--- src/pkg/gate_seq_pkg.sv ---
// Constants, register map and state type for the PFC and flyback gate sequencer.
// Assumes a single 50 MHz system clock; all timing counts derive from it.
package gate_seq_pkg;

	// ************************************************************
	// Clock and timing
	// ************************************************************
	localparam int CLK_HZ          = 50_000_000;
	localparam int CLK_NS          = 20;
	localparam int CNT_W           = 12;
	localparam int SUP_TIME_NS     = 2_000;
	localparam int SUP_CYC         = (SUP_TIME_NS + CLK_NS - 1) / CLK_NS;
	localparam int MAX_ON_NS       = 40_000;
	localparam int MAX_ON_CYC      = MAX_ON_NS / CLK_NS;
	localparam int LEB_NS          = 300;
	localparam int LEB_CYC         = (LEB_NS + CLK_NS - 1) / CLK_NS;
	localparam int FB_MAX_HZ       = 125_000;
	localparam int MIN_PERIOD_CYC  = (CLK_HZ + FB_MAX_HZ - 1) / FB_MAX_HZ;
	localparam int PFC_OFF_HZ      = 48_000;
	localparam int PFC_OFF_CYC     = CLK_HZ / PFC_OFF_HZ;
	localparam int PFC_ON_HZ       = 86_000;
	localparam int PFC_ON_CYC      = CLK_HZ / PFC_ON_HZ;

	// ************************************************************
	// Overvoltage filter
	// ************************************************************
	localparam int            OVP_W    = 4;
	localparam logic [3:0]    OVP_TRIP = 4'h8;
	localparam logic [3:0]    OVP_UP   = 4'h1;
	localparam logic [3:0]    OVP_DOWN = 4'h2;

	// ************************************************************
	// Comparator flag positions
	// ************************************************************
	localparam int NFLAG         = 17;
	localparam int F_PFC_OVP     = 0;
	localparam int F_PFC_OL_OK   = 1;
	localparam int F_PFC_REQ     = 2;
	localparam int F_DEMAG       = 3;
	localparam int F_VALLEY      = 4;
	localparam int F_OSC         = 5;
	localparam int F_CS_TRIP     = 6;
	localparam int F_AUX_OPEN    = 7;
	localparam int F_CTRL_2V5    = 8;
	localparam int F_CTRL_4V5    = 9;
	localparam int F_CTRL_SHORT  = 10;
	localparam int F_SS_DONE     = 11;
	localparam int F_VCC_START   = 12;
	localparam int F_FB_OVP      = 13;
	localparam int F_MAINS_LOW   = 14;
	localparam int F_MAINS_HIGH  = 15;
	localparam int F_FREQ_RED    = 16;

	// ************************************************************
	// Register map
	// ************************************************************
	localparam logic [7:0]  ADDR_CTRL       = 8'h00;
	localparam logic [7:0]  ADDR_STATUS     = 8'h04;
	localparam logic [7:0]  ADDR_PERIOD     = 8'h08;
	localparam logic [1:0]  CTRL_RESET      = 2'h3;
	localparam int          CTRL_FB_EN      = 0;
	localparam int          CTRL_PFC_EN     = 1;
	localparam int          ST_LATCHED      = 0;
	localparam int          ST_RESTARTED    = 1;
	localparam int          ST_PFC_LOW      = 2;
	localparam int          ST_FB_GATE      = 3;
	localparam int          ST_OVP_LSB      = 4;

	typedef enum logic [2:0] {
		FB_SOFTSTART,
		FB_PRIMARY,
		FB_SECONDARY,
		FB_WAIT,
		FB_RESTART
	} fb_state_t;

endpackage : gate_seq_pkg

--- src/logic/flag_sync.sv ---
// Two-stage synchroniser for a vector of comparator flags.
// Assumes each flag is a quasi-static level; bits are synchronised independently.
`timescale 1ns/1ns
`default_nettype none
module flag_sync #(
	parameter int W = 1
) (
	// Clock and reset
	input  wire logic         clk,
	input  wire logic         rst,
	// Flags
	input  wire logic [W-1:0] d,
	output var  logic [W-1:0] q
);

	logic [W-1:0] meta;

	// First stage feeds only the second stage
	always_ff @(posedge clk or posedge rst) begin // RULE24
		if (rst) begin
			meta <= '0;
			q    <= '0;
		end else begin
			meta <= d;
			q    <= meta;
		end
	end

endmodule : flag_sync
`default_nettype wire

--- src/logic/gate_sequencer.sv ---
// Gate sequencing and protection for a combined PFC and flyback controller.
// Assumes comparator flags come from analog blocks and a plain register port.
//
// Behaviour
// RULE1 - PFC stops while output above overvoltage
// RULE2 - PFC waits for output above open-loop level
// RULE3 - flyback period never below 125 kHz
// RULE4 - stroke starts after demagnetization then valley
// RULE5 - stroke needs oscillator high and valley
// RULE6 - demagnetization ignored first 2 us
// RULE7 - open aux sense stops flyback, auto-resumes
// RULE8 - control above 2.5 V drops pull-up
// RULE9 - control above 4.5 V latches protection
// RULE10 - shorted control pin blocks flyback gate
// RULE11 - frequency reduction keeps PFC off, hysteretic
// RULE12 - soft-start until current sense reaches 0.63 V
// RULE13 - on-time capped 40 us, then restart
// RULE14 - overvoltage cycle counts filter up one
// RULE15 - clean cycle counts filter down two
// RULE16 - count eight latches, stops both converters
// RULE17 - mains low-then-high sequence clears latch
// RULE18 - output overvoltage sampled in secondary stroke
// RULE19 - overcurrent ignored during leading-edge blanking
// RULE20 - current trip ends the on-time
// RULE21 - input sensed during primary stroke
// RULE22 - shorted output lengthens off-time via demag
// RULE23 - PFC off below 48 kHz, on above 86 kHz
// RULE24 - flags synchronised, intervals counted in cycles
//
// Strobed register access and the register offsets were decided locally.
`timescale 1ns/1ns
`default_nettype none
module gate_sequencer #(
	parameter logic [11:0] SUP_CYC        = 12'(gate_seq_pkg::SUP_CYC),
	parameter logic [11:0] MAX_ON_CYC     = 12'(gate_seq_pkg::MAX_ON_CYC),
	parameter logic [11:0] LEB_CYC        = 12'(gate_seq_pkg::LEB_CYC),
	parameter logic [11:0] MIN_PERIOD_CYC = 12'(gate_seq_pkg::MIN_PERIOD_CYC),
	parameter logic [11:0] PFC_OFF_CYC    = 12'(gate_seq_pkg::PFC_OFF_CYC),
	parameter logic [11:0] PFC_ON_CYC     = 12'(gate_seq_pkg::PFC_ON_CYC)
) (
	// Clock and reset
	input  wire logic        REF_CLK,
	input  wire logic        RST,
	// Comparator flags, see package for bit positions
	input  wire logic [16:0] FLAGS,
	// Gate and analog control outputs
	output var  logic        PFC_GATE,
	output var  logic        FB_GATE,
	output var  logic        FB_CTRL_PULLUP_EN,
	output var  logic        FB_SOFT_START_EN,
	output var  logic        OPP_SAMPLE_EN,
	output var  logic        OVP_SAMPLE_EN,
	output var  logic        PROT_LATCHED,
	// Register port
	input  wire logic [7:0]  REG_ADDR,
	input  wire logic [31:0] REG_WDATA,
	input  wire logic        REG_WR,
	input  wire logic        REG_RD,
	output var  logic [31:0] REG_RDATA
);

	localparam int W = gate_seq_pkg::CNT_W;

	logic [16:0]                     flag;
	gate_seq_pkg::fb_state_t         state;
	gate_seq_pkg::fb_state_t         next_state;
	logic [W-1:0]                    on_cnt;
	logic [W-1:0]                    sup_cnt;
	logic [W-1:0]                    period_cnt;
	logic [W-1:0]                    last_period;
	logic [3:0]                      ovp_cnt;
	logic                            cycle_ovp;
	logic                            latched;
	logic                            mains_armed;
	logic                            pfc_low;
	logic                            restarted;
	logic [1:0]                      ctrl;
	logic                            run_ok;
	logic                            stroke_start;
	logic                            end_secondary;
	logic                            latch_clear;

	// ************************************************************
	// Helpers
	// ************************************************************
	function automatic logic [W-1:0] sat_inc(input logic [W-1:0] v);
		sat_inc = (v == {W{1'b1}}) ? v : v + 1'b1;
	endfunction : sat_inc

	function automatic logic [3:0] ovp_step(input logic [3:0] v, input logic over);
		if (over) begin
			ovp_step = (v >= gate_seq_pkg::OVP_TRIP) ? v : v + gate_seq_pkg::OVP_UP;
		end else begin
			ovp_step = (v < gate_seq_pkg::OVP_DOWN) ? 4'h0 : v - gate_seq_pkg::OVP_DOWN;
		end
	endfunction : ovp_step

	// ************************************************************
	// Flag synchronisation
	// ************************************************************
	flag_sync #(
		.W (gate_seq_pkg::NFLAG)
	) u_sync (
		.clk (REF_CLK),
		.rst (RST),
		.d   (FLAGS),
		.q   (flag)
	);

	wire pfc_ovp    = flag[gate_seq_pkg::F_PFC_OVP];
	wire pfc_ol_ok  = flag[gate_seq_pkg::F_PFC_OL_OK];
	wire pfc_req    = flag[gate_seq_pkg::F_PFC_REQ];
	wire demag      = flag[gate_seq_pkg::F_DEMAG];
	wire valley     = flag[gate_seq_pkg::F_VALLEY];
	wire osc_high   = flag[gate_seq_pkg::F_OSC];
	wire cs_trip    = flag[gate_seq_pkg::F_CS_TRIP];
	wire aux_open   = flag[gate_seq_pkg::F_AUX_OPEN];
	wire ctrl_2v5   = flag[gate_seq_pkg::F_CTRL_2V5];
	wire ctrl_4v5   = flag[gate_seq_pkg::F_CTRL_4V5];
	wire ctrl_short = flag[gate_seq_pkg::F_CTRL_SHORT];
	wire ss_done    = flag[gate_seq_pkg::F_SS_DONE];
	wire vcc_start  = flag[gate_seq_pkg::F_VCC_START];
	wire fb_ovp     = flag[gate_seq_pkg::F_FB_OVP];
	wire mains_low  = flag[gate_seq_pkg::F_MAINS_LOW];
	wire mains_high = flag[gate_seq_pkg::F_MAINS_HIGH];
	wire freq_red   = flag[gate_seq_pkg::F_FREQ_RED];

	// ************************************************************
	// Flyback stroke sequencing
	// ************************************************************
	assign run_ok = ctrl[gate_seq_pkg::CTRL_FB_EN] & ~aux_open & ~ctrl_short // RULE7 RULE10
			& ~latched & ~ctrl_4v5;

	always_comb begin
		next_state = state;
		case (state)
			gate_seq_pkg::FB_SOFTSTART: begin
				if (vcc_start && ss_done && run_ok) begin // RULE12
					next_state = gate_seq_pkg::FB_WAIT;
				end
			end
			gate_seq_pkg::FB_PRIMARY: begin
				if (on_cnt >= MAX_ON_CYC - 12'h001) begin // RULE13
					next_state = gate_seq_pkg::FB_RESTART;
				end else if ((cs_trip && on_cnt >= LEB_CYC) || !run_ok) begin // RULE19 RULE20
					next_state = gate_seq_pkg::FB_SECONDARY;
				end
			end
			gate_seq_pkg::FB_SECONDARY: begin
				// Off-time stretches until demag, which slows a shorted output
				if (sup_cnt >= SUP_CYC && demag) begin // RULE6 RULE22
					next_state = gate_seq_pkg::FB_WAIT;
				end
			end
			gate_seq_pkg::FB_WAIT: begin
				// Early valleys are skipped while the period is too short
				if (osc_high && valley && period_cnt >= MIN_PERIOD_CYC && run_ok) begin // RULE3 RULE4 RULE5
					next_state = gate_seq_pkg::FB_PRIMARY;
				end
			end
			gate_seq_pkg::FB_RESTART: begin
				next_state = gate_seq_pkg::FB_SOFTSTART;
			end
			default: begin
				next_state = gate_seq_pkg::FB_SOFTSTART;
			end
		endcase
		if (latched && state != gate_seq_pkg::FB_PRIMARY) begin // RULE16
			next_state = gate_seq_pkg::FB_SOFTSTART;
		end
	end

	assign stroke_start  = (state == gate_seq_pkg::FB_WAIT) && (next_state == gate_seq_pkg::FB_PRIMARY);
	assign end_secondary = (state == gate_seq_pkg::FB_SECONDARY) && (next_state == gate_seq_pkg::FB_WAIT);

	always_ff @(posedge REF_CLK or posedge RST) begin
		if (RST) begin
			state <= gate_seq_pkg::FB_SOFTSTART;
		end else begin
			state <= next_state;
		end
	end

	// ************************************************************
	// Interval counters
	// ************************************************************
	always_ff @(posedge REF_CLK or posedge RST) begin // RULE24
		if (RST) begin
			on_cnt      <= '0;
			sup_cnt     <= '0;
			period_cnt  <= '0;
			last_period <= '0;
		end else begin
			on_cnt  <= (state == gate_seq_pkg::FB_PRIMARY) ? sat_inc(on_cnt) : '0;
			sup_cnt <= (state == gate_seq_pkg::FB_SECONDARY) ? sat_inc(sup_cnt) : '0;
			if (stroke_start) begin
				last_period <= period_cnt;
				period_cnt  <= '0;
			end else begin
				period_cnt <= sat_inc(period_cnt);
			end
		end
	end

	// ************************************************************
	// Gate and analog control outputs
	// ************************************************************
	always_ff @(posedge REF_CLK or posedge RST) begin
		if (RST) begin
			FB_GATE           <= 1'b0;
			FB_CTRL_PULLUP_EN <= 1'b1;
			FB_SOFT_START_EN  <= 1'b0;
			OPP_SAMPLE_EN     <= 1'b0;
			OVP_SAMPLE_EN     <= 1'b0;
			PFC_GATE          <= 1'b0;
		end else begin
			FB_GATE           <= (next_state == gate_seq_pkg::FB_PRIMARY);
			FB_CTRL_PULLUP_EN <= ~ctrl_2v5; // RULE8
			FB_SOFT_START_EN  <= vcc_start && (next_state == gate_seq_pkg::FB_SOFTSTART); // RULE12
			OPP_SAMPLE_EN     <= (next_state == gate_seq_pkg::FB_PRIMARY); // RULE21
			OVP_SAMPLE_EN     <= (next_state == gate_seq_pkg::FB_SECONDARY); // RULE18
			PFC_GATE          <= ctrl[gate_seq_pkg::CTRL_PFC_EN] & pfc_req // RULE1 RULE2 RULE11
					& ~pfc_ovp & pfc_ol_ok & ~latched & ~pfc_low;
		end
	end

	// ************************************************************
	// PFC low-power hysteresis
	// ************************************************************
	// Set may come with no stroke at all, since the frequency can reach zero
	always_ff @(posedge REF_CLK or posedge RST) begin
		if (RST) begin
			pfc_low <= 1'b0;
		end else if (freq_red && period_cnt > PFC_OFF_CYC) begin // RULE11 RULE23
			pfc_low <= 1'b1;
		end else if (stroke_start && period_cnt < PFC_ON_CYC) begin // RULE23
			pfc_low <= 1'b0;
		end
	end

	// ************************************************************
	// Overvoltage filter and protection latch
	// ************************************************************
	always_ff @(posedge REF_CLK or posedge RST) begin
		if (RST) begin
			cycle_ovp <= 1'b0;
		end else if (stroke_start) begin
			cycle_ovp <= 1'b0;
		end else if (state == gate_seq_pkg::FB_SECONDARY && fb_ovp) begin // RULE18
			cycle_ovp <= 1'b1;
		end
	end

	always_ff @(posedge REF_CLK or posedge RST) begin
		if (RST) begin
			ovp_cnt <= 4'h0;
		end else if (latch_clear) begin
			ovp_cnt <= 4'h0;
		end else if (end_secondary) begin
			ovp_cnt <= ovp_step(ovp_cnt, cycle_ovp | fb_ovp); // RULE14 RULE15
		end
	end

	assign latch_clear = mains_armed && mains_high && !mains_low;

	always_ff @(posedge REF_CLK or posedge RST) begin
		if (RST) begin
			mains_armed <= 1'b0;
		end else if (mains_low) begin
			mains_armed <= 1'b1;
		// Stay armed until the latch has dropped, since a set in the clear cycle wins
		end else if (latch_clear && !latched) begin
			mains_armed <= 1'b0;
		end
	end

	// Set wins over the mains clear
	always_ff @(posedge REF_CLK or posedge RST) begin
		if (RST) begin
			latched <= 1'b0;
		end else if (ovp_cnt >= gate_seq_pkg::OVP_TRIP || ctrl_4v5) begin // RULE9 RULE16
			latched <= 1'b1;
		end else if (latch_clear) begin // RULE17
			latched <= 1'b0;
		end
	end

	assign PROT_LATCHED = latched;

	// ************************************************************
	// Register port
	// ************************************************************
	always_ff @(posedge REF_CLK or posedge RST) begin
		if (RST) begin
			ctrl <= gate_seq_pkg::CTRL_RESET;
		end else if (REG_WR && REG_ADDR == gate_seq_pkg::ADDR_CTRL) begin
			ctrl <= REG_WDATA[1:0];
		end
	end

	always_ff @(posedge REF_CLK or posedge RST) begin
		if (RST) begin
			restarted <= 1'b0;
		end else if (state == gate_seq_pkg::FB_RESTART) begin
			restarted <= 1'b1;
		end else if (REG_WR && REG_ADDR == gate_seq_pkg::ADDR_STATUS
				&& REG_WDATA[gate_seq_pkg::ST_RESTARTED]) begin
			restarted <= 1'b0;
		end
	end

	always_ff @(posedge REF_CLK or posedge RST) begin
		if (RST) begin
			REG_RDATA <= 32'h0000_0000;
		end else if (!REG_RD) begin
			REG_RDATA <= 32'h0000_0000;
		end else begin
			case (REG_ADDR)
				gate_seq_pkg::ADDR_CTRL: begin
					REG_RDATA <= {30'h0000_0000, ctrl};
				end
				gate_seq_pkg::ADDR_STATUS: begin
					REG_RDATA <= {24'h00_0000, ovp_cnt, FB_GATE, pfc_low, restarted, latched};
				end
				gate_seq_pkg::ADDR_PERIOD: begin
					REG_RDATA <= {20'h0_0000, last_period};
				end
				default: begin
					REG_RDATA <= 32'h0000_0000;
				end
			endcase
		end
	end
endmodule : gate_sequencer
`default_nettype wire

--- config.mk ---
export PLATFORM = sky130hd
export DESIGN_NAME = gate_sequencer
export DESIGN_NICKNAME = d
export VERILOG_FILES = /design/src/pkg/gate_seq_pkg.sv /design/src/logic/flag_sync.sv /design/src/logic/gate_sequencer.sv
export SDC_FILE = /design/constraint.sdc
export NUM_CORES = 1
export LEC_CHECK = 0
export BUFFER_PORTS_ARGS = -buffer_cell sky130_fd_sc_hd__buf_2
export CAP_MARGIN = 20
export CELL_PAD_IN_SITES_DETAIL_PLACEMENT = 1
export CELL_PAD_IN_SITES_GLOBAL_PLACEMENT = 2
export CORE_ASPECT_RATIO = 2
export CORE_MARGIN = 5
export CORE_UTILIZATION = 35
export DETAILED_ROUTE_END_ITERATION = 12
export MAX_ROUTING_LAYER = met4
export PLACE_DENSITY_LB_ADDON = 0.1
export SLEW_MARGIN = 10
export SYNTH_ARGS = -nofsm -noshare
export SYNTH_HDL_FRONTEND = slang
export SYNTH_SLANG_ARGS = --single-unit
export TNS_END_PERCENT = 100
--- constraint.sdc ---
create_clock -name REF_CLK -period 4.3 [get_ports REF_CLK]
set_input_delay 0 -clock REF_CLK [delete_from_list [all_inputs] [get_ports REF_CLK]]
set_output_delay 0 -clock REF_CLK [all_outputs]
set_load 0.02 [all_outputs]
# Word level (Yosys, flattened, before mapping)
# Index checks and enable logic that the tools add are counted.
# Widths: inputs -> output; s select.
# op_classes
addsub,5
n_lt_le_gt_ge,8
eq_ne,17
mux,30
bitwise_logic,17
reduce_logical,35
# op_table
operator,count
$mux 12,7
$add 12x1->12 const B,3
$eq 12x12->1 const B,3
$pmux 12 s3,1
$logic_and 1x1->1,20
$mux 4,5
$mux 3,6
$eq 3x2->1 const B,4
$ge 12x11->1 const B,1
$ge 12x4->1 const B,1
$ge 12x7->1 const B,1
$ge 12x9->1 const B,1
$gt 12x11->1 const B,1
$lt 12x10->1 const B,1
$pmux 3 s4,1
$reduce_bool 2->1,6
$mux 1,10
$and 1x1->1,9
$eq 8x3->1 const B,1
$eq 8x4->1 const B,1
$logic_not 8->1,1
$not 1->1,7
$eq 3x1->1 const B,2
$logic_not 3->1,2
12 further kinds,17
# totals
reg_bits,133
input_bits,61
out_inout_bits,39
word_cells,132

# Depth between registers and ports, before layout
# Gate-level depths: netlist of run 1.
# depth
word_depth,16
mapped_depth,8
ltp_nobuf,7

# Hierarchy
# Synthesis of run 1 repeated with hierarchy kept, for this count alone.
# hier_totals
hier_cells,446
area_unflattened_um2,4956.0
# by_module_without_submodules
mod,instances,cells_each,area_each_um2,seq_area_each_um2
gate_sequencer,1,411,4101.4,1980.6
flag_sync,1,35,854.6,850.8

# Worst setup path before layout of run 1
# Ideal clock, no wire load.
# synth_timing
path_kind,reg2reg
startpoint,register latched (netlist: PROT_LATCHED)
endpoint,register last_period[3]
setup_ps,125
t_arrival_ps,2048
t_required_ps,4175
slack_ps,2127
path_stages_with_launch,7
n_path_buf,1
synth_period_minus_slack_ps,2173
cell_sequence,dfrtp_1 > or4b_4 > nor2_4 > a41oi_4 > nor2_4 > buf_6 > mux2_2
# synth_via
elab_chain_len,11
elab_cells_between_ends,16
classes_between,1 x eq/ne; 6 x mux; 3 x bitwise; 6 x reduce/logical
# synth_lines
element,line_no,rtl
start: declaration,gate_sequencer.sv:73,logic latched;
start signal: assignment,gate_sequencer.sv:280,latched <= 1'b0;
start signal: assignment,gate_sequencer.sv:282,latched <= 1'b1;
start signal: assignment,gate_sequencer.sv:284,latched <= 1'b0;
$not 1->1,gate_sequencer.sv:132,& ~latched & ~ctrl_4v5;
$and 1x1->1 (2 in series),gate_sequencer.sv:132,
$logic_not 1->1,gate_sequencer.sv:145,end else if ((cs_trip && on_cnt >= LEB_CYC) || !run_ok) begin
$logic_or 1x1->1,gate_sequencer.sv:145,
$mux 3,gate_sequencer.sv:145,
$mux 3,gate_sequencer.sv:143,if (on_cnt >= MAX_ON_CYC - 12'h001) begin
$pmux 3 s4,gate_sequencer.sv:136,case (state)
$mux 3 (*),gate_sequencer.sv:168,if (latched && state != gate_seq_pkg::FB_PRIMARY) begin
$eq 3x1->1 (*),gate_sequencer.sv:173,assign stroke_start = (state == gate_seq_pkg::FB_WAIT) && (next_state == gate_seq_pkg::FB_PRIMARY);
$logic_and 1x1->1 (*),gate_sequencer.sv:173,
end signal: assignment,gate_sequencer.sv:197,last_period <= period_cnt;
end: declaration,gate_sequencer.sv:70,logic [W-1:0] last_period;
# Mark *: on every way between the ends. The rest lies on a longest branch, timed or not.
# A chain may end at the register's enable or synchronous reset.

# Final worst setup path of run 1
# layout_timing
startpoint,register latched (netlist: PROT_LATCHED)
endpoint,register last_period[5]
# Same word-level chain as after synthesis.

==> results of run 1 <==
==> cells in the final DEF (no fill, tap or decap), types with 4 or more instances in the layout <==
cell type,n
a21oi_1,10
a22oi_1,6
and3_1,11
buf_2,49
clkbuf_16,17
conb_1,20
dfrtp_1,110
dlygate4sd3_1,24
ha_1,11
inv_1,14
mux2_2,11
mux2i_1,6
nand2_1,22
nand2b_1,4
nand3_1,17
nand4_1,11
nor2_1,61
nor3_1,17
nor4_1,5
o2111ai_1,4
o21ai_0,9
xnor2_1,9
xor2_1,18
==> area by class of cell <==
type,count,area [um2],share of cell area
multi-input cells,312,2010,0.320
repair buffers,76,526,0.0837
flip-flops and latches,113,2830,0.451
clock inverters,9,133,0.0211
inverters,15,58.8,0.00937
well taps,192,240,0.0383
clock buffers,23,478,0.0761
==> flip-flops by register name (all words and copies together) (netlist names), 2 cells and up <==
name and flops:
REG_RDATA 12, ctrl 2, last_period 12, on_cnt 12, ovp_cnt 4, period_cnt 12, state 3, sup_cnt 12
u_sync.meta 17, u_sync.q 17
==> path summary, 6_finish.rpt <==
kind / startpoint / end / cells after the start
max: PROT_LATCHED$_DFFE_PP0P_ / last_period[5]$_DFFE_PP0N_ / 5
min: REG_RD / REG_RDATA[10]$_DFF_PP0_ / 3
max reg2reg: PROT_LATCHED$_DFFE_PP0P_ / last_period[5]$_DFFE_PP0N_ / 5
min reg2reg: u_sync.meta[0]$_DFF_PP0_ / u_sync.q[0]$_DFF_PP0_ / 0
max in group asynchronous: RST / period_cnt[8]$_DFFE_PP0P_ / 5
min in group asynchronous: RST / u_sync.q[3]$_DFF_PP0_ / 3
==> power groups by stage <==
stage	Sequential, uW	Clock [uW]	Combinational [uW]
after floorplan	1110	0	57.9
after global placement	1110	0	72.9
after detailed placement	1110	0	74.1
after CTS	1100	1480	91.4
after global routing	1100	1530	104
final	1100	1440	91.8
==> critical path: stages (launching register included) <==
cell and delay, ps:
dfrtp_1 530, or4b_4 630, nor2_4 160, a41oi_4 160
nor2_4 600, mux2_2 410
==> per-stage QoR <==
step,hold slack [ps],instances
after floorplan,31.4,478
after global placement,109,682
after detailed placement,110,682
after CTS,10.8,738
after global routing,29.4,740
final,32.5,740
==> cells by family (layout without fill, tap and decap cells) <==
family,Yosys count,in the layout,share of synthesized area
AOI/OAI and AO/OA,56,56,0.0828
xor gates and xnor gates,27,27,0.0467
adders and majority gates,11,11,0.0272
buffers and inverters,53,123,0.0581
DFF,113,113,0.559
muxes,20,20,0.0430
other,1,20,0.000740
and+or+nand+nor,178,178,0.183
==> per-layer routing <==
layer,routed length (um),part of all wire,up-vias
met1,4390,0.36,1827
met2,7050,0.58,59
met4,259,0.021,0
met3,429,0.035,15
met5,0,0,-
li1,-,-,1713
==> repair_timing <==
| action | 4_1_cts | 5_1_grt |
|---|---|---|
| endpoints found under the setup margin | 0 | 0 |
| hold endpoints to repair | 96 | 0 |
| setup buffers | 0 | 0 |
| hold buffers | 24 | 0 |
==> summary.txt, run 1 <==
Synth
  • Ys async rst share: 1.00
  • Syn Std Cell Area: 5060 um2
  • Most numerous cell in the Yosys netlist: dfrtp_1
  • Gate Count Post-Synth: 459
  • Post-synth EDFFs: 0
  • Leading area contributor after synthesis: dfrtp_1
  • Area share of the largest cell type after synthesis: 0.543
  • Yosys warnings: 0
  • Top post-synthesis cells by area: dfrtp_1 54%, nor2_1 4.5%, buf_4 3.3%
  • Seq cells post-synth: 113
  • Primary FF master, synth: dfrtp_1
  • Average cell area after synthesis: 11.0 um2
  • Seq/Total Area, Yosys: 0.559
  • Library cells used by synthesis: 61
  • Post-synth top cells: 110 x dfrtp_1, 61 x nor2_1, 22 x buf_4, 22 x nand2_1, 18 x xor2_1

STA
  • Slew Viols, Final: 0
  • Max Clock Freq: 0.382 GHz
  • Fin crit share: 0.609
  • Final worst setup slack: 1680 ps
  • Clock Skews: 12.9 ps
  • RSZ-0062 raised after global routing: no
  • Final Hold Viols: 0
  • Least-Margin Pin Slew: 731 ps
  • Final setup TNS: 0 ps
  • Min Clock Period, post-route: 2620 ps
  • Setup violations, final: 0
  • Slew HR: 0.512

Power and ir drop
  • Sequential share of power: 0.417
  • Peak VDD IR: 0.250 mV
  • Switching power: 550 uW
  • PnR Total Power: 2630 uW
  • Power Dens Cells: 418 nW/um2
  • Logic gate share of total power: 0.035
  • Leakage: 0.00286 uW
  • Clock power share: 0.548
  • Int Pwr: 2080 uW
  • Switch share: 0.210

CTS
  • CTS resizes: 0
  • Num CTS Buffers: 17
  • H-tree levels: 4
  • Clock root cell: clkbuf_16
  • CTS max path bufs: 2
  • Clk Latency, worst-skew pair: 410 ps
  • Reg clk slew, reported paths: 60 ps
  • CTS tree: done
  • # clock sinks: 113

Placement
  • Pre-CTS setup slack: 1660 ps
  • Area of placed instances: 5390 um2
  • DP Wirelength: 8670 um
  • Routability Congestion: 0.787
  • Port bufs: 49

Global route
  • Antenna violations before repair: 0
  • Layer carrying the most global-route usage: met2
  • Met1 Usage GRT: 0.162
  • GRT met3 Usage: 0.0368
  • GRT overflow: 0
  • Vias in the first global route: 3893
  • GRT met2 Usage: 0.286
  • First-pass GRT wire length: 20200 um
  • Tot GR Track Use: 0.159
  • Largest net degree at the start of global routing: 79

Critical path
  • CP startpoint kind: register
  • CP required: 4590 ps
  • Critical path arrival: 2910 ps
  • R2r setup slk: 1680 ps
  • Crit path kind: reg -> reg
  • CP Max Fanout: 26
  • CP Capture Type: register

Die
  • Die area: 17100 um2
  • Die Height: 180 um
  • Core Rows: 62
  • IO Pins: 100
  • Die X: 95.1 um
  • Initial Utilization: 0.355
  • Core footprint: 14300 um2

Min path
  • Min-delay worst type: in -> reg

Final layout
  • Nets: 607
  • Synth-to-layout area growth: 23.9%
  • Fin util: 0.440
  • Layout cells sized above 1: 0.193
  • Fillers: 1598
  • Post-route design area: 6280 um2
  • Ant. Diodes: 0

Routing
  • Via count: 3614
  • Wirelength per Cell: 16.4 um
  • Routed vias/inst: 4.88
  • Post-Route WL: 12100 um
  • DRC viols: 0
  • Initial DRC Count: 81
  • Post-route ant nets: 0
  • TritonRoute pass-1 iters: 4

Outcome
  • Result of the run: finished clean

Job
  • Max Cap Viol: 0
No activity file was read; power rests on OpenSTA's default activity.
==> run 2, diff against run 1 <==
--- a/config.mk
+++ b/config.mk
@@ -5,13 +5,14 @@
 export SDC_FILE = /design/constraint.sdc
 export NUM_CORES = 1
 export LEC_CHECK = 0
+export ABC_AREA = 1
 export BUFFER_PORTS_ARGS = -buffer_cell sky130_fd_sc_hd__buf_2
 export CAP_MARGIN = 20
 export CELL_PAD_IN_SITES_DETAIL_PLACEMENT = 1
 export CELL_PAD_IN_SITES_GLOBAL_PLACEMENT = 2
 export CORE_ASPECT_RATIO = 2
 export CORE_MARGIN = 5
-export CORE_UTILIZATION = 35
+export CORE_UTILIZATION = 30
 export DETAILED_ROUTE_END_ITERATION = 12
 export MAX_ROUTING_LAYER = met4
 export PLACE_DENSITY_LB_ADDON = 0.1
==> constraint.sdc (replaced) <==
create_clock -name REF_CLK -period 2.29 [get_ports REF_CLK]
set_input_delay 0 -clock REF_CLK [delete_from_list [all_inputs] [get_ports REF_CLK]]
set_output_delay 0 -clock REF_CLK [all_outputs]
set_load 0.02 [all_outputs]
==> run 2 against run 1 <==
  * Core utilization fell by 5.8 points
  * Wire length grew 12%
  * Die area grew 16%
  * Critical endpoint is now pfc_low$_DFFE_PP0P_
  * Largest cell class unchanged
==> summary.txt, run 2 <==
Critical path
  • CP required: 2590 ps
  • CP startpoint kind: register
  • Cell chain of the critical path: ha_1, nand3_1, nand2_1, o21ai_0, nand2_1, nand2_1, nand3_2, nor3_4, buf_12, nand2_1, nand2_1, nand2_1
  • Most frequent CP cell: nand2_1
  • CP Max Fanout: 38
  • CP Capture Type: register
  • Critical path arrival: 2320 ps
  • Crit path max-delay cell type: dfrtp_1
  • CP peak stage delay: 400 ps
  • Crit path kind: reg -> reg

Placement
  • Port bufs: 49
  • DP Wirelength: 10200 um
  • Routability Congestion: 0.792

Global route
  • Largest net degree at the start of global routing: 45
  • Antenna violations before repair: 0
  • First-pass GRT wire length: 22900 um
  • Tot GR Track Use: 0.155
  • GRT overflow: 0
  • Vias in the first global route: 4484

Synth
  • Post-synth EDFFs: 0
  • Average cell area after synthesis: 8.92 um2
  • Seq/Total Area, Yosys: 0.558
  • Post-synth top cells: 118 x nand2_1, 110 x dfrtp_1, 83 x inv_1
  • Top post-synthesis cells by area: dfrtp_1 54%, nand2_1 8.7%, inv_1 6.1%
  • Primary FF master, synth: dfrtp_1
  • Syn Std Cell Area: 5080 um2
  • Area share of the largest cell type after synthesis: 0.542
  • Most numerous cell in the Yosys netlist: nand2_1
  • Ys async rst share: 1.00
  • Yosys warnings: 0
  • Gate Count Post-Synth: 569
  • Library cells used by synthesis: 39
  • Leading area contributor after synthesis: dfrtp_1
  • Seq cells post-synth: 113

CTS
  • Num CTS Buffers: 17
  • CTS tree: done
  • CTS resizes: 0
  • Reg clk slew, reported paths: 60 ps
  • Clk Latency, worst-skew pair: 420 ps
  • # clock sinks: 113
  • H-tree levels: 4
  • CTS max path bufs: 2
  • Clock root cell: clkbuf_16

Power and ir drop
  • Leakage: 0.00313 uW
  • Power Dens Cells: 770 nW/um2
  • PnR Total Power: 4900 uW
  • Peak VDD IR: 0.461 mV

Routing
  • Via count: 3990
  • Post-Route WL: 13500 um
  • TritonRoute pass-1 iters: 4
  • Routed vias/inst: 4.55
  • Initial DRC Count: 47
  • Wirelength per Cell: 15.4 um
  • DRC viols: 0
  • Post-route ant nets: 0

STA
  • Max Clock Freq: 0.496 GHz
  • Setup violations, final: 0
  • RSZ-0062 raised after global routing: no
  • Final Hold Viols: 0
  • Clock Skews: 10.9 ps
  • Least-Margin Pin Slew: 683 ps
  • Fin crit share: 0.880
  • Slew Viols, Final: 0
  • Slew HR: 0.543
  • Min Clock Period, post-route: 2020 ps
  • Final setup TNS: 0 ps

Final layout
  • Nets: 729
  • Biggest regs: u_sync.meta (17), u_sync.q (17)
  • Area of the multi-input gates: 1790 um2
  • Fillers: 1957
  • Synth-to-layout area growth: 25.4%
  • Layout cells sized above 1: 0.157
  • Ant. Diodes: 0
  • Commonest cells after routing, fill and taps aside: 118 x nand2_1, 110 x dfrtp_1, 82 x inv_1
  • Commonest non-fill, non-tap cell in the layout: nand2_1
  • Register cell area after layout: 2830 um2

Outcome
  • Result of the run: finished clean

Die
  • Core Rows: 67
  • Die area: 19800 um2
  • Die X: 102 um
  • Core footprint: 16700 um2
  • Die Height: 194 um
  • Initial Utilization: 0.304
  • IO Pins: 100

Job
  • Max Cap Viol: 0

Min path
  • Min-delay worst type: in -> reg
run 2: cell count changes in the layout (fill, tap and decap cells not counted), sizes merged, moves of 7 or more:
cell / before / now
a21oi: 10 / 19
and3: 11 / 1
inv: 15 / 82
mux2: 14 / 2
nand2: 22 / 118
nand3: 18 / 35
o21ai: 9 / 40
xnor2: 9 / 2
xor2: 18 / 2
run 2: timing repair:
| item | 4_1_cts | 5_1_grt |
|---|---|---|
| setup buffers | 0 | 0 |
| hold endpoints to repair | 51 | 0 |
| endpoints found under the setup margin | 0 | 0 |
| hold buffers | 24 | 0 |
run 2: logic make-up (layout without fill, tap and decap cells):
| logic type | count (synthesis) | count (layout) | synth area share |
|---|---|---|---|
| AOI/OAI and AO/OA | 75 | 75 | 0.0870 |
| muxes | 2 | 2 | 0.00444 |
| xor gates and xnor gates | 4 | 4 | 0.00690 |
| DFF | 113 | 113 | 0.558 |
| buffers and inverters | 114 | 196 | 0.104 |
| other | 1 | 20 | 0.000739 |
| adders and majority gates | 11 | 11 | 0.0271 |
| and+or+nand+nor | 249 | 249 | 0.212 |
run 2: critical path: cells and delay by family (launching register included):
family                   cells  cell delay, ps
AO/OA/AOI/OAI                1             240
adder cells (fa/ha/maj)      1             230
buffers and inverters        1             230
flip-flops                   1             400
AND/OR/NAND/NOR              9             800
run 2: layout make-up:
type	instances	area share
clock inverter	6	0.0126
clock buffer	26	0.0800
inverter	85	0.0509
timing repair buffer	79	0.0892
multi-input combinational	361	0.282
sequential	113	0.445
tap	207	0.0407
run 2: path summary, 6_finish.rpt:
path                            depth (start not counted)  slack [ps]                       from                      to
min in group asynchronous                               3         230                        RST   u_sync.q[8]$_DFF_PP0_
worst min register to register                          0         340  u_sync.meta[11]$_DFF_PP0_  u_sync.q[11]$_DFF_PP0_
max in group asynchronous                               4        1330                        RST     ctrl[0]$_DFFE_PP1P_
worst max-delay path                                   12         270      on_cnt[1]$_DFFE_PP0P_     pfc_low$_DFFE_PP0P_
worst min-delay path                                    5          60                REG_ADDR[3]  REG_RDATA[1]$_DFF_PP0_
worst max register to register                         12         270      on_cnt[1]$_DFFE_PP0P_     pfc_low$_DFFE_PP0P_
run 2: power by group:
group,total [uW],internal (uW),switching (uW)
Sequential,2060,2040,22.9
Clock,2650,1740,915
Combinational,184,67.9,116
Total,4900,3850,1050
run 2: metrics by stage:
stage	hold slack (ps)	std cells	utilization	worst slack, ps	instance area (um2)
6_report	57.4	877	0.382	275	6370
5_1_grt	95.7	877	0.382	31.9	6370
4_1_cts	48.2	877	0.382	236	6370
3_5_place_dp	110	821	0.332	259	5540
3_3_place_gp	108	821	0.332	287	5540
2_1_floorplan	31.4	588	-	568	5150
run 2: routing by layer:
layer  global-route usage  up-vias  part of all wire
li1                     -     1951                 -
met1                0.154     1969              0.36
met2                0.282       46              0.59
met3               0.0338       24             0.026
met4               0.0657        0             0.024
met5                    -        -                 0
